<file path="src/rtl/plc_pkg.sv">
// Purpose: Constants for the phase comparator and lock detector block
// Assumes: APB slave, 50 MHz clk_sys, one word per register at index * 4
// Notes: Window lengths are stored in tenths of a ns
package plc_pkg;
    localparam int          CLK_PERIOD_NS = 20;
    // Register indices; byte address is index * 4
    localparam logic [7:0]  IDX_RDIV      = 8'h02;
    localparam logic [7:0]  IDX_NINT      = 8'h03;
    localparam logic [7:0]  IDX_NFRAC     = 8'h04;
    localparam logic [7:0]  IDX_MODE      = 8'h06;
    localparam logic [7:0]  IDX_LOCK      = 8'h07;
    localparam logic [7:0]  IDX_PHASE     = 8'h0B;
    localparam logic [7:0]  IDX_PIN       = 8'h0F;
    localparam logic [7:0]  IDX_STATUS    = 8'h12;
    // Field positions
    localparam int          F_FRAC_EN     = 11;
    localparam int          F_TGT_LO      = 0;
    localparam int          F_LD_EN       = 3;
    localparam int          F_WIN_SEL     = 6;
    localparam int          F_TDIV_LO     = 7;
    localparam int          F_TSPD_LO     = 10;
    localparam int          F_UP_ALLOW    = 5;
    localparam int          F_DN_ALLOW    = 6;
    localparam int          F_PUSH_HI     = 9;
    localparam int          F_PUSH_LO     = 10;
    localparam int          F_OSEL_LO     = 0;
    localparam int          F_SHARE       = 6;
    localparam int          F_LOCK        = 1;
    // Divider limits and reset values, lock pin select code, lock hit count base
    localparam logic [13:0] RDIV_RST      = 14'h0001;
    localparam logic [18:0] NINT_MIN      = 19'h0_0010;
    localparam logic [18:0] NFRAC_MIN     = 19'h0_0014;
    localparam logic [18:0] NFRAC_MAX     = 19'h7_FFFB;
    localparam logic [18:0] NINT_RST      = 19'h0_0010;
    localparam logic [4:0]  OSEL_LOCK     = 5'h01;
    localparam logic [11:0] HIT_BASE      = 12'h010;
    // Window lengths, tenths of ns
    localparam int          ANALOG_WIN_NS10 = 100;
    localparam logic [15:0] WIN_NS10 [32] = '{
        16'd65,  16'd80,  16'd110, 16'd170, 16'd290, 16'd530, 16'd1000, 16'd1950,
        16'd70,  16'd89,  16'd128, 16'd210, 16'd360, 16'd680, 16'd1300, 16'd2550,
        16'd17,  16'd92,  16'd133, 16'd220, 16'd380, 16'd720, 16'd1380, 16'd2720,
        16'd76,  16'd102, 16'd154, 16'd260, 16'd470, 16'd880, 16'd1720, 16'd3380};
endpackage

</file>
<file path="src/rtl/plc_core.sv">
// Purpose: Reference and feedback dividers, phase comparator masks, window lock detector
// Assumes: ref_in and osc_in are synchronous levels; rising edges count
// Notes: Windows are resolved to whole clk_sys cycles, never below one
//
// The placing of the registers and the APB register port were chosen for this implementation.
module plc_core (
    // System
    input  wire logic        clk_sys,
    input  wire logic        sys_rst,
    // APB
    input  wire logic        psel,
    input  wire logic        penable,
    input  wire logic        pwrite,
    input  wire logic [31:0] paddr,
    input  wire logic [31:0] pwdata,
    output logic [31:0]      prdata,
    output logic             pready,
    output logic             pslverr,
    // Comparator inputs
    input  wire logic        ref_in,
    input  wire logic        osc_in,
    // Pump controls
    output logic             pump_up,
    output logic             pump_down,
    output logic             pump_hiz,
    // Shared pin
    input  wire logic        serial_read_active,
    input  wire logic        serial_data,
    output logic             lock_or_serial_out_pin,
    // Divided edges and flag
    output logic             ref_div_edge,
    output logic             osc_div_edge,
    output logic             lock_indicator
);
    import plc_pkg::*;

    typedef struct packed {
        logic        ref_q;
        logic        osc_q;
        logic [13:0] rcnt;
        logic [18:0] ncnt;
        logic [23:0] acc;
        logic        carry;
        logic [13:0] rdiv;
        logic [18:0] nint;
        logic [23:0] nfrac;
        logic        frac_en;
        logic        up_allow;
        logic        dn_allow;
        logic        push_hi;
        logic        push_lo;
        logic        ld_en;
        logic        win_sel;
        logic [2:0]  tdiv;
        logic [1:0]  tspd;
        logic [2:0]  tgt;
        logic [4:0]  osel;
        logic        share;
        logic        cmp_up;
        logic        cmp_dn;
        logic        win_open;
        logic        first_ref;
        logic [4:0]  win_cnt;
        logic [11:0] hits;
        logic        lock;
        logic        ref_e;
        logic        osc_e;
        logic [31:0] prdata;
    } plc_state_t;

    plc_state_t s_r;
    plc_state_t s_nxt;

    // Window length in cycles, longest time rounded down, at least one
    function automatic logic [4:0] win_cycles(input logic sel, input logic [1:0] spd, input logic [2:0] dv);
        int ns10;
        int cyc;
        ns10 = sel ? int'(WIN_NS10[{spd, dv}]) : ANALOG_WIN_NS10;
        cyc  = ns10 / (CLK_PERIOD_NS * 10);
        if (cyc < 1) begin
            cyc = 1;
        end
        return cyc[4:0];
    endfunction

    // Feedback ratio within the mode's legal range
    function automatic logic [18:0] fb_ratio(input logic fr, input logic [18:0] n, input logic c);
        logic [18:0] b;
        b = n;
        if (fr) begin
            if (b < NFRAC_MIN) begin
                b = NFRAC_MIN;
            end
            if (b > NFRAC_MAX) begin
                b = NFRAC_MAX;
            end
            b = b + {18'h0_0000, c};
        end else if (b < NINT_MIN) begin
            b = NINT_MIN;
        end
        return b;
    endfunction

    function automatic logic [11:0] hit_target(input logic [2:0] code);
        return HIT_BASE << code;
    endfunction

    logic        setup;
    logic        access;
    logic        mapped;
    logic [7:0]  idx;
    logic [4:0]  wlen;
    logic [18:0] ratio;
    logic [13:0] rlim;
    logic        partner;
    logic        hit;
    logic        miss;
    logic [24:0] acc_sum;

    assign setup   = psel && !penable;
    assign access  = psel && penable;
    assign idx     = paddr[9:2];
    assign mapped  = (paddr[1:0] == 2'b00) && (paddr[31:10] == 22'h00_0000) &&
                     (idx == IDX_RDIV || idx == IDX_NINT || idx == IDX_NFRAC || idx == IDX_MODE ||
                      idx == IDX_LOCK || idx == IDX_PHASE || idx == IDX_PIN || idx == IDX_STATUS);
    assign wlen    = win_cycles(s_r.win_sel, s_r.tspd, s_r.tdiv);
    assign ratio   = fb_ratio(s_r.frac_en, s_r.nint, s_r.carry);
    assign rlim    = (s_r.rdiv == 14'h0000) ? RDIV_RST : s_r.rdiv;
    assign acc_sum = {1'b0, s_r.acc} + {1'b0, s_r.nfrac};
    assign partner = s_r.first_ref ? s_r.osc_e : s_r.ref_e;
    assign hit     = s_r.ld_en && ((s_r.win_open && partner && s_r.win_cnt < wlen) ||
                                   (!s_r.win_open && s_r.ref_e && s_r.osc_e));
    assign miss    = s_r.ld_en && s_r.win_open && !hit && s_r.win_cnt >= wlen;

    always_comb begin
        s_nxt       = s_r;
        s_nxt.ref_q = ref_in;
        s_nxt.osc_q = osc_in;
        s_nxt.ref_e = 1'b0;
        s_nxt.osc_e = 1'b0;
        // Reference divider
        if (ref_in && !s_r.ref_q) begin
            if (s_r.rcnt + 14'h0001 >= rlim) begin
                s_nxt.rcnt  = 14'h0000;
                s_nxt.ref_e = 1'b1;
            end else begin
                s_nxt.rcnt = s_r.rcnt + 14'h0001;
            end
        end
        // Feedback divider, carry adds one for fractional average
        if (osc_in && !s_r.osc_q) begin
            if ({5'h00, s_r.ncnt} + 24'h00_0001 >= {5'h00, ratio}) begin
                s_nxt.ncnt  = 19'h0_0000;
                s_nxt.osc_e = 1'b1;
                s_nxt.acc   = s_r.frac_en ? acc_sum[23:0] : 24'h00_0000;
                s_nxt.carry = s_r.frac_en && acc_sum[24];
            end else begin
                s_nxt.ncnt = s_r.ncnt + 19'h0_0001;
            end
        end
        // Phase comparator state
        if (s_r.ref_e && s_r.osc_e) begin
            s_nxt.cmp_up = 1'b0;
            s_nxt.cmp_dn = 1'b0;
        end else if (s_r.ref_e) begin
            s_nxt.cmp_up = !s_r.cmp_dn;
            s_nxt.cmp_dn = 1'b0;
        end else if (s_r.osc_e) begin
            s_nxt.cmp_dn = !s_r.cmp_up;
            s_nxt.cmp_up = 1'b0;
        end
        // Lock window
        if (!s_r.ld_en) begin
            s_nxt.win_open = 1'b0;
            s_nxt.win_cnt  = 5'h00;
            s_nxt.hits     = 12'h000;
            s_nxt.lock     = 1'b0;
        end else begin
            if (hit || miss) begin
                s_nxt.win_open = 1'b0;
                s_nxt.win_cnt  = 5'h00;
            end else if (s_r.win_open) begin
                s_nxt.win_cnt = s_r.win_cnt + 5'h01;
            end else if (s_r.ref_e || s_r.osc_e) begin
                s_nxt.win_open  = 1'b1;
                s_nxt.first_ref = s_r.ref_e;
                s_nxt.win_cnt   = 5'h01;
            end
            if (miss) begin
                s_nxt.hits = 12'h000;
                s_nxt.lock = 1'b0;
            end else if (hit) begin
                if (s_r.hits + 12'h001 >= hit_target(s_r.tgt)) begin
                    s_nxt.hits = hit_target(s_r.tgt);
                    s_nxt.lock = 1'b1;
                end else begin
                    s_nxt.hits = s_r.hits + 12'h001;
                end
            end
        end
        // Register writes
        if (access && pwrite && mapped) begin
            unique case (idx)
                IDX_RDIV:  s_nxt.rdiv  = pwdata[13:0];
                IDX_NINT:  s_nxt.nint  = pwdata[18:0];
                IDX_NFRAC: s_nxt.nfrac = pwdata[23:0];
                IDX_MODE:  s_nxt.frac_en = pwdata[F_FRAC_EN];
                IDX_LOCK: begin
                    s_nxt.tgt     = pwdata[F_TGT_LO +: 3];
                    s_nxt.ld_en   = pwdata[F_LD_EN];
                    s_nxt.win_sel = pwdata[F_WIN_SEL];
                    s_nxt.tdiv    = pwdata[F_TDIV_LO +: 3];
                    s_nxt.tspd    = pwdata[F_TSPD_LO +: 2];
                end
                IDX_PHASE: begin
                    s_nxt.up_allow = pwdata[F_UP_ALLOW];
                    s_nxt.dn_allow = pwdata[F_DN_ALLOW];
                    s_nxt.push_hi  = pwdata[F_PUSH_HI];
                    s_nxt.push_lo  = pwdata[F_PUSH_LO];
                end
                IDX_PIN: begin
                    s_nxt.osel  = pwdata[F_OSEL_LO +: 5];
                    s_nxt.share = pwdata[F_SHARE];
                end
                default: ;
            endcase
        end
        // Read data captured in setup
        if (setup) begin
            s_nxt.prdata = 32'h0000_0000;
            if (!pwrite && mapped) begin
                unique case (idx)
                    IDX_RDIV:  s_nxt.prdata[13:0] = s_r.rdiv;
                    IDX_NINT:  s_nxt.prdata[18:0] = s_r.nint;
                    IDX_NFRAC: s_nxt.prdata[23:0] = s_r.nfrac;
                    IDX_MODE:  s_nxt.prdata[F_FRAC_EN] = s_r.frac_en;
                    IDX_LOCK: begin
                        s_nxt.prdata[F_TGT_LO +: 3]  = s_r.tgt;
                        s_nxt.prdata[F_LD_EN]        = s_r.ld_en;
                        s_nxt.prdata[F_WIN_SEL]      = s_r.win_sel;
                        s_nxt.prdata[F_TDIV_LO +: 3] = s_r.tdiv;
                        s_nxt.prdata[F_TSPD_LO +: 2] = s_r.tspd;
                    end
                    IDX_PHASE: begin
                        s_nxt.prdata[F_UP_ALLOW] = s_r.up_allow;
                        s_nxt.prdata[F_DN_ALLOW] = s_r.dn_allow;
                        s_nxt.prdata[F_PUSH_HI]  = s_r.push_hi;
                        s_nxt.prdata[F_PUSH_LO]  = s_r.push_lo;
                    end
                    IDX_PIN: begin
                        s_nxt.prdata[F_OSEL_LO +: 5] = s_r.osel;
                        s_nxt.prdata[F_SHARE]        = s_r.share;
                    end
                    IDX_STATUS: s_nxt.prdata[F_LOCK] = s_r.lock;
                    default: ;
                endcase
            end
        end
    end

    always_ff @(posedge clk_sys) begin
        if (sys_rst) begin
            s_r          <= '0;
            s_r.rdiv     <= RDIV_RST;
            s_r.nint     <= NINT_RST;
            s_r.up_allow <= 1'b1;
            s_r.dn_allow <= 1'b1;
            s_r.osel     <= OSEL_LOCK;
        end else begin
            s_r <= s_nxt;
        end
    end

    // Outputs
    assign prdata         = s_r.prdata;
    assign pready         = 1'b1;
    assign pslverr        = access && !mapped;
    assign pump_up        = (s_r.cmp_up && s_r.up_allow && !s_r.push_lo) || s_r.push_hi;
    assign pump_down      = (s_r.cmp_dn && s_r.dn_allow && !s_r.push_hi) || s_r.push_lo;
    assign pump_hiz       = !s_r.up_allow && !s_r.dn_allow && !s_r.push_hi && !s_r.push_lo;
    assign ref_div_edge   = s_r.ref_e;
    assign osc_div_edge   = s_r.osc_e;
    assign lock_indicator = s_r.lock;
    assign lock_or_serial_out_pin = (!s_r.share && serial_read_active) ? serial_data :
                                    ((s_r.osel == OSEL_LOCK) && s_r.lock);
endmodule

</file>
<file path="config.mk">
export PLATFORM = sky130hd
export DESIGN_NAME = plc_core
export DESIGN_NICKNAME = d
export VERILOG_FILES = /design/src/rtl/plc_pkg.sv /design/src/rtl/plc_core.sv
export SDC_FILE = /design/constraint.sdc
export NUM_CORES = 1
export LEC_CHECK = 0
export ABC_AREA = 0
export BUFFER_PORTS_ARGS = -buffer_cell sky130_fd_sc_hd__buf_4
export CORE_ASPECT_RATIO = 0.75
export CORE_MARGIN = 5
export CORE_UTILIZATION = 35
export DETAILED_ROUTE_END_ITERATION = 12
export PLACE_DENSITY = 0.54
export REMOVE_ABC_BUFFERS = 1
export SETUP_SLACK_MARGIN = 0.02
export SLEW_MARGIN = 20
export SYNTH_ARGS = -nofsm -noshare
export SYNTH_HDL_FRONTEND = slang
export SYNTH_SLANG_ARGS = --single-unit
</file>
<file path="constraint.sdc">
create_clock -name clk_sys -period 13.7 [get_ports clk_sys]
set_clock_uncertainty 0.15 [all_clocks]
set_input_delay 1.37 -clock clk_sys [delete_from_list [all_inputs] [get_ports clk_sys]]
set_output_delay 1.37 -clock clk_sys [all_outputs]
set_load 0.01 [all_outputs]
</file>
==> flow_metrics.env <==
export IMPL_rows=59
export IMPL_clk_latency_ns=0.45
export IMPL_synth_cell_types=104
export IMPL_cts_root_buf="clkbuf_16"
export IMPL_slew_violations=0
export IMPL_slowest_delay_ns=0.77
export IMPL_cts_hold_buf=0
export IMPL_synth_top_family_by_area="simple AND/OR/NAND/NOR gates"
export IMPL_dieWidth_um=228
export IMPL_cp_slowest_cell="dfxtp_1"
export IMPL_fin_crit_ns=7.57
export IMPL_synth_edf_count=0
export IMPL_grt_max_degree=70
export IMPL_track_usage_pct=17.9
export IMPL_finalWorstSetupSlack_ns=6.13
export IMPL_dieArea_sq_um=39600
export IMPL_post_cts_buffers=0
export IMPL_fin_crit_sh_pct=55.2
export IMPL_firstDrtPassIters=5
export IMPL_gp_congestion=0.839
export IMPL_yosys_warnings=0
export IMPL_finalSetupTns_ns=0
export IMPL_synth_xor_area_share_pct=6.09
export IMPL_cts_tree="yes"
export IMPL_cts_resized=0
export IMPL_synthSimpleGateAreaFrac_pct=23.6
export IMPL_p_int_mw=0.891
export IMPL_port_buffers=96
export IMPL_cts_sinks=186
export IMPL_overflow=0
export IMPL_syn_cell_area_sq_um=12500
export IMPL_grt_pass1_vias=10417
export IMPL_drt_total_wl_um=36400
export IMPL_ff2ff_path_depth=30
export IMPL_cp_arrival_ns=7.80
export IMPL_cp_end_kind="flop"
export IMPL_ioPinCount=114
export IMPL_slew_headroom_pct=28.0
export IMPL_area_growth_pct=12.2
export IMPL_dp_slack_ns=6.19
export IMPL_peakVddDrop_v=0.0000576
export IMPL_finalSetupViolCount=0
export IMPL_avgRoutedWirePerCell_um=18.0
export IMPL_seqPwrFrac_pct=46.9
export IMPL_worst_r2r_endpoint="s_r[36]$_SDFFE_PP0P_"
export IMPL_crit_family="simple AND/OR/NAND/NOR gates"
export IMPL_detailedPlacementHpwl_um=27000
export IMPL_drv_cap=0
export IMPL_tightest_slew_ns=1.08
export IMPL_worst_ep_required_time_ns=13.94
export IMPL_rsz0062_at_grt="false"
export IMPL_cp_buffers_inverters=1
export IMPL_grt_pass1_wl_um=58600
export IMPL_drc=0
export IMPL_hold_violations=0
export IMPL_synthMuxAreaShare_pct=4.11
export IMPL_comb_power_share_pct=4.4
export IMPL_hold_path_class="flop to flop"
export IMPL_power_density_nw_per_um2=82.7
export IMPL_async_flop_share_pct=0
export IMPL_synth_cells=1524
export IMPL_synth_compound_area_share_pct=21.4
export IMPL_worstSetupStartpointType="flop"
export IMPL_ys_flop_type="dfxtp_1"
export IMPL_crit_fanout=16
export IMPL_cp_startpoint="s_r[67]$_SDFFE_PP0P_"
export IMPL_r2r_start="s_r[67]$_SDFFE_PP0P_"
export IMPL_cp_depth=30
export IMPL_nFillCells=3591
export IMPL_p_leak_nw=5.85
export IMPL_ys_ff_latch=186
export IMPL_drtIter0Drc=817
export IMPL_outcome="completed"
export IMPL_ys_seq_area_share_pct=29.9
export IMPL_core_sq_um=34900
export IMPL_endpoint="s_r[36]$_SDFFE_PP0P_"
export IMPL_antenna_found_initial=3
export IMPL_layout_drive_gt1_share_pct=12.1
export IMPL_die_y_um=173
export IMPL_swShare_pct=22.9
export IMPL_p_clk_share_pct=48.6
export IMPL_cts_made_buffers=17
export IMPL_worst_setup_path_type="flop to flop"
export IMPL_finalPower_mw=1.16
export IMPL_fmax_mhz=132
export IMPL_p_switching_mw=0.265
export IMPL_avgSynthCellArea_sq_um=8.18
export IMPL_clockBufferDepth=2
export IMPL_vias=11167
export IMPL_ff2ff_setup_slack_ns=6.13
export IMPL_start_util_pct=35.7
export IMPL_viasPerCell=5.53
export IMPL_ant_nets=0
export IMPL_nets=1709
export IMPL_cts_clk_slew_worst_paths_ns=0.07
export IMPL_cts_htree_levels=4
export IMPL_synthAdderAreaFrac_pct=9.11
registers in the layout, indices dropped and copies added, names as in the netlist:
| register | flops |
|---|---|
| s_r | 159 |
| prdata | 24 |
| lock_indicator | 1 |
| osc_div_edge | 1 |
| ref_div_edge | 1 |
area by class of cell:
type	count	area (sq um)	area share (%)
Antenna cell	2	5.00	0.0358
Tap cell	457	572	4.09
Timing Repair Buffer	106	796	5.69
Multi-Input combinational cell	1193	8070	57.7
Clock inverter	13	215	1.54
Inverter	46	173	1.23
Clock buffer	18	439	3.14
Sequential cell	186	3720	26.6
synthesized netlist by cell type, types with 5 or more instances:
cell | count | area share [%]
ha_1 | 85 | 8.5
or3_1 | 6 | 0.30
nor3_1 | 16 | 0.64
nor3b_1 | 12 | 0.72
o21bai_1 | 7 | 0.42
a222oi_1 | 18 | 1.4
nand3_1 | 37 | 1.5
nor4b_1 | 10 | 0.70
a211o_1 | 5 | 0.35
nand3b_1 | 22 | 1.3
a311oi_1 | 6 | 0.42
o2111ai_1 | 6 | 0.42
a211oi_1 | 7 | 0.42
a21o_1 | 31 | 1.9
nor2_1 | 136 | 4.1
xor2_1 | 48 | 3.4
mux2i_1 | 40 | 3.2
and3_1 | 34 | 1.7
a22o_1 | 26 | 1.8
a21oi_1 | 121 | 4.9
dfxtp_1 | 186 | 30
nand2b_1 | 21 | 1.1
a2bb2oi_1 | 12 | 0.84
a22oi_1 | 24 | 1.4
inv_1 | 44 | 1.3
buf_4 | 36 | 2.2
o21a_1 | 7 | 0.42
nor4_1 | 20 | 1.0
nor2b_1 | 14 | 0.70
xnor2_1 | 35 | 2.5
and2_1 | 9 | 0.45
nand4_1 | 15 | 0.75
o211ai_1 | 14 | 0.84
clkbuf_1 | 62 | 1.9
nand2_1 | 200 | 6.0
o21ai_0 | 35 | 1.4
power groups by stage:
stage	sequential, mW	combinational (mW)	clock [mW]
3_3_place_gp	0.555	0.0507	0
5_1_grt	0.543	0.0552	0.599
6_report	0.543	0.0512	0.563
2_1_floorplan	0.555	0.0146	0
3_5_place_dp	0.555	0.0511	0
4_1_cts	0.543	0.0512	0.574
how the worst min path moves through the flow:
| stage | start | endpoint | slack, ns | cells past startpoint |
|---|---|---|---|---|
| floorplan | s_r[155]$_SDFFE_PP0P_ | s_r[155]$_SDFFE_PP0P_ | 0.27 | 2 |
| global placement | s_r[154]$_SDFFE_PP0P_ | s_r[154]$_SDFFE_PP0P_ | 0.30 | 2 |
| detailed placement | s_r[154]$_SDFFE_PP0P_ | s_r[154]$_SDFFE_PP0P_ | 0.31 | 2 |
| CTS | s_r[154]$_SDFFE_PP0P_ | s_r[154]$_SDFFE_PP0P_ | 0.33 | 2 |
| global route | s_r[135]$_SDFFE_PP0P_ | s_r[135]$_SDFFE_PP0P_ | 0.36 | 1 |
| finish | s_r[154]$_SDFFE_PP0P_ | s_r[154]$_SDFFE_PP0P_ | 0.32 | 2 |
routing by layer:
metal / GRT usage (%) / vias to the layer above / wire length, um / share of wire, %
met4: 3.83 / 0 / 443 / 1.2
li1: - / 5534 / - / -
met2: 27.2 / 264 / 15900 / 44
met3: 2.80 / 26 / 1520 / 4.2
met5: 0 / - / 0 / 0
met1: 26.9 / 5343 / 18600 / 51
kinds of logic (layout without fill, tap and decap cells):
| group | Yosys count | count (layout) |
|---|---|---|
| compound gates | 373 | 373 |
| xor+xnor | 85 | 85 |
| fa+ha+maj | 91 | 91 |
| buf+inv | 152 | 183 |
| flops | 186 | 186 |
| mux | 47 | 47 |
| other cells | 2 | 11 |
| simple gates | 588 | 588 |
tightest hold or removal path, cell delays in order (launching register included):
cell     delay, ns
dfxtp_1       0.33
nand2_1       0.05
o21ai_0       0.06
through the flow:
step	hold WS (ns)	utilization, %	cells	cell area [sq um]
2_1_floorplan	0.274	-	1425	11900
3_3_place_gp	0.299	38.2	1988	13300
3_5_place_dp	0.307	38.2	1988	13300
4_1_cts	0.327	40.1	2019	14000
5_1_grt	0.359	40.1	2021	14000
6_report	0.325	40.1	2021	14000
placed cells by master, fill, tap and decap left out, types with 7 or more instances in the layout:
master / synthesis / final
a211oi_1: 7 / 7
a21o_1: 31 / 31
a21oi_1: 121 / 120
a222oi_1: 18 / 18
a22o_1: 26 / 26
a22oi_1: 24 / 24
a2bb2oi_1: 12 / 12
and2_1: 9 / 9
and3_1: 34 / 34
buf_4: 36 / 106
clkbuf_16: 0 / 17
conb_1: 2 / 9
dfxtp_1: 186 / 185
ha_1: 85 / 85
inv_1: 44 / 44
mux2i_1: 40 / 40
nand2_1: 200 / 200
nand2b_1: 21 / 21
nand3_1: 37 / 37
nand3b_1: 22 / 22
nand4_1: 15 / 15
nor2_1: 136 / 136
nor2b_1: 14 / 14
nor3_1: 16 / 15
nor3b_1: 12 / 11
nor4_1: 20 / 20
nor4b_1: 10 / 10
o211ai_1: 14 / 14
o21a_1: 7 / 7
o21ai_0: 35 / 35
o21bai_1: 7 / 7
xnor2_1: 35 / 35
xor2_1: 48 / 48
No activity file was read; power rests on OpenSTA's default activity.
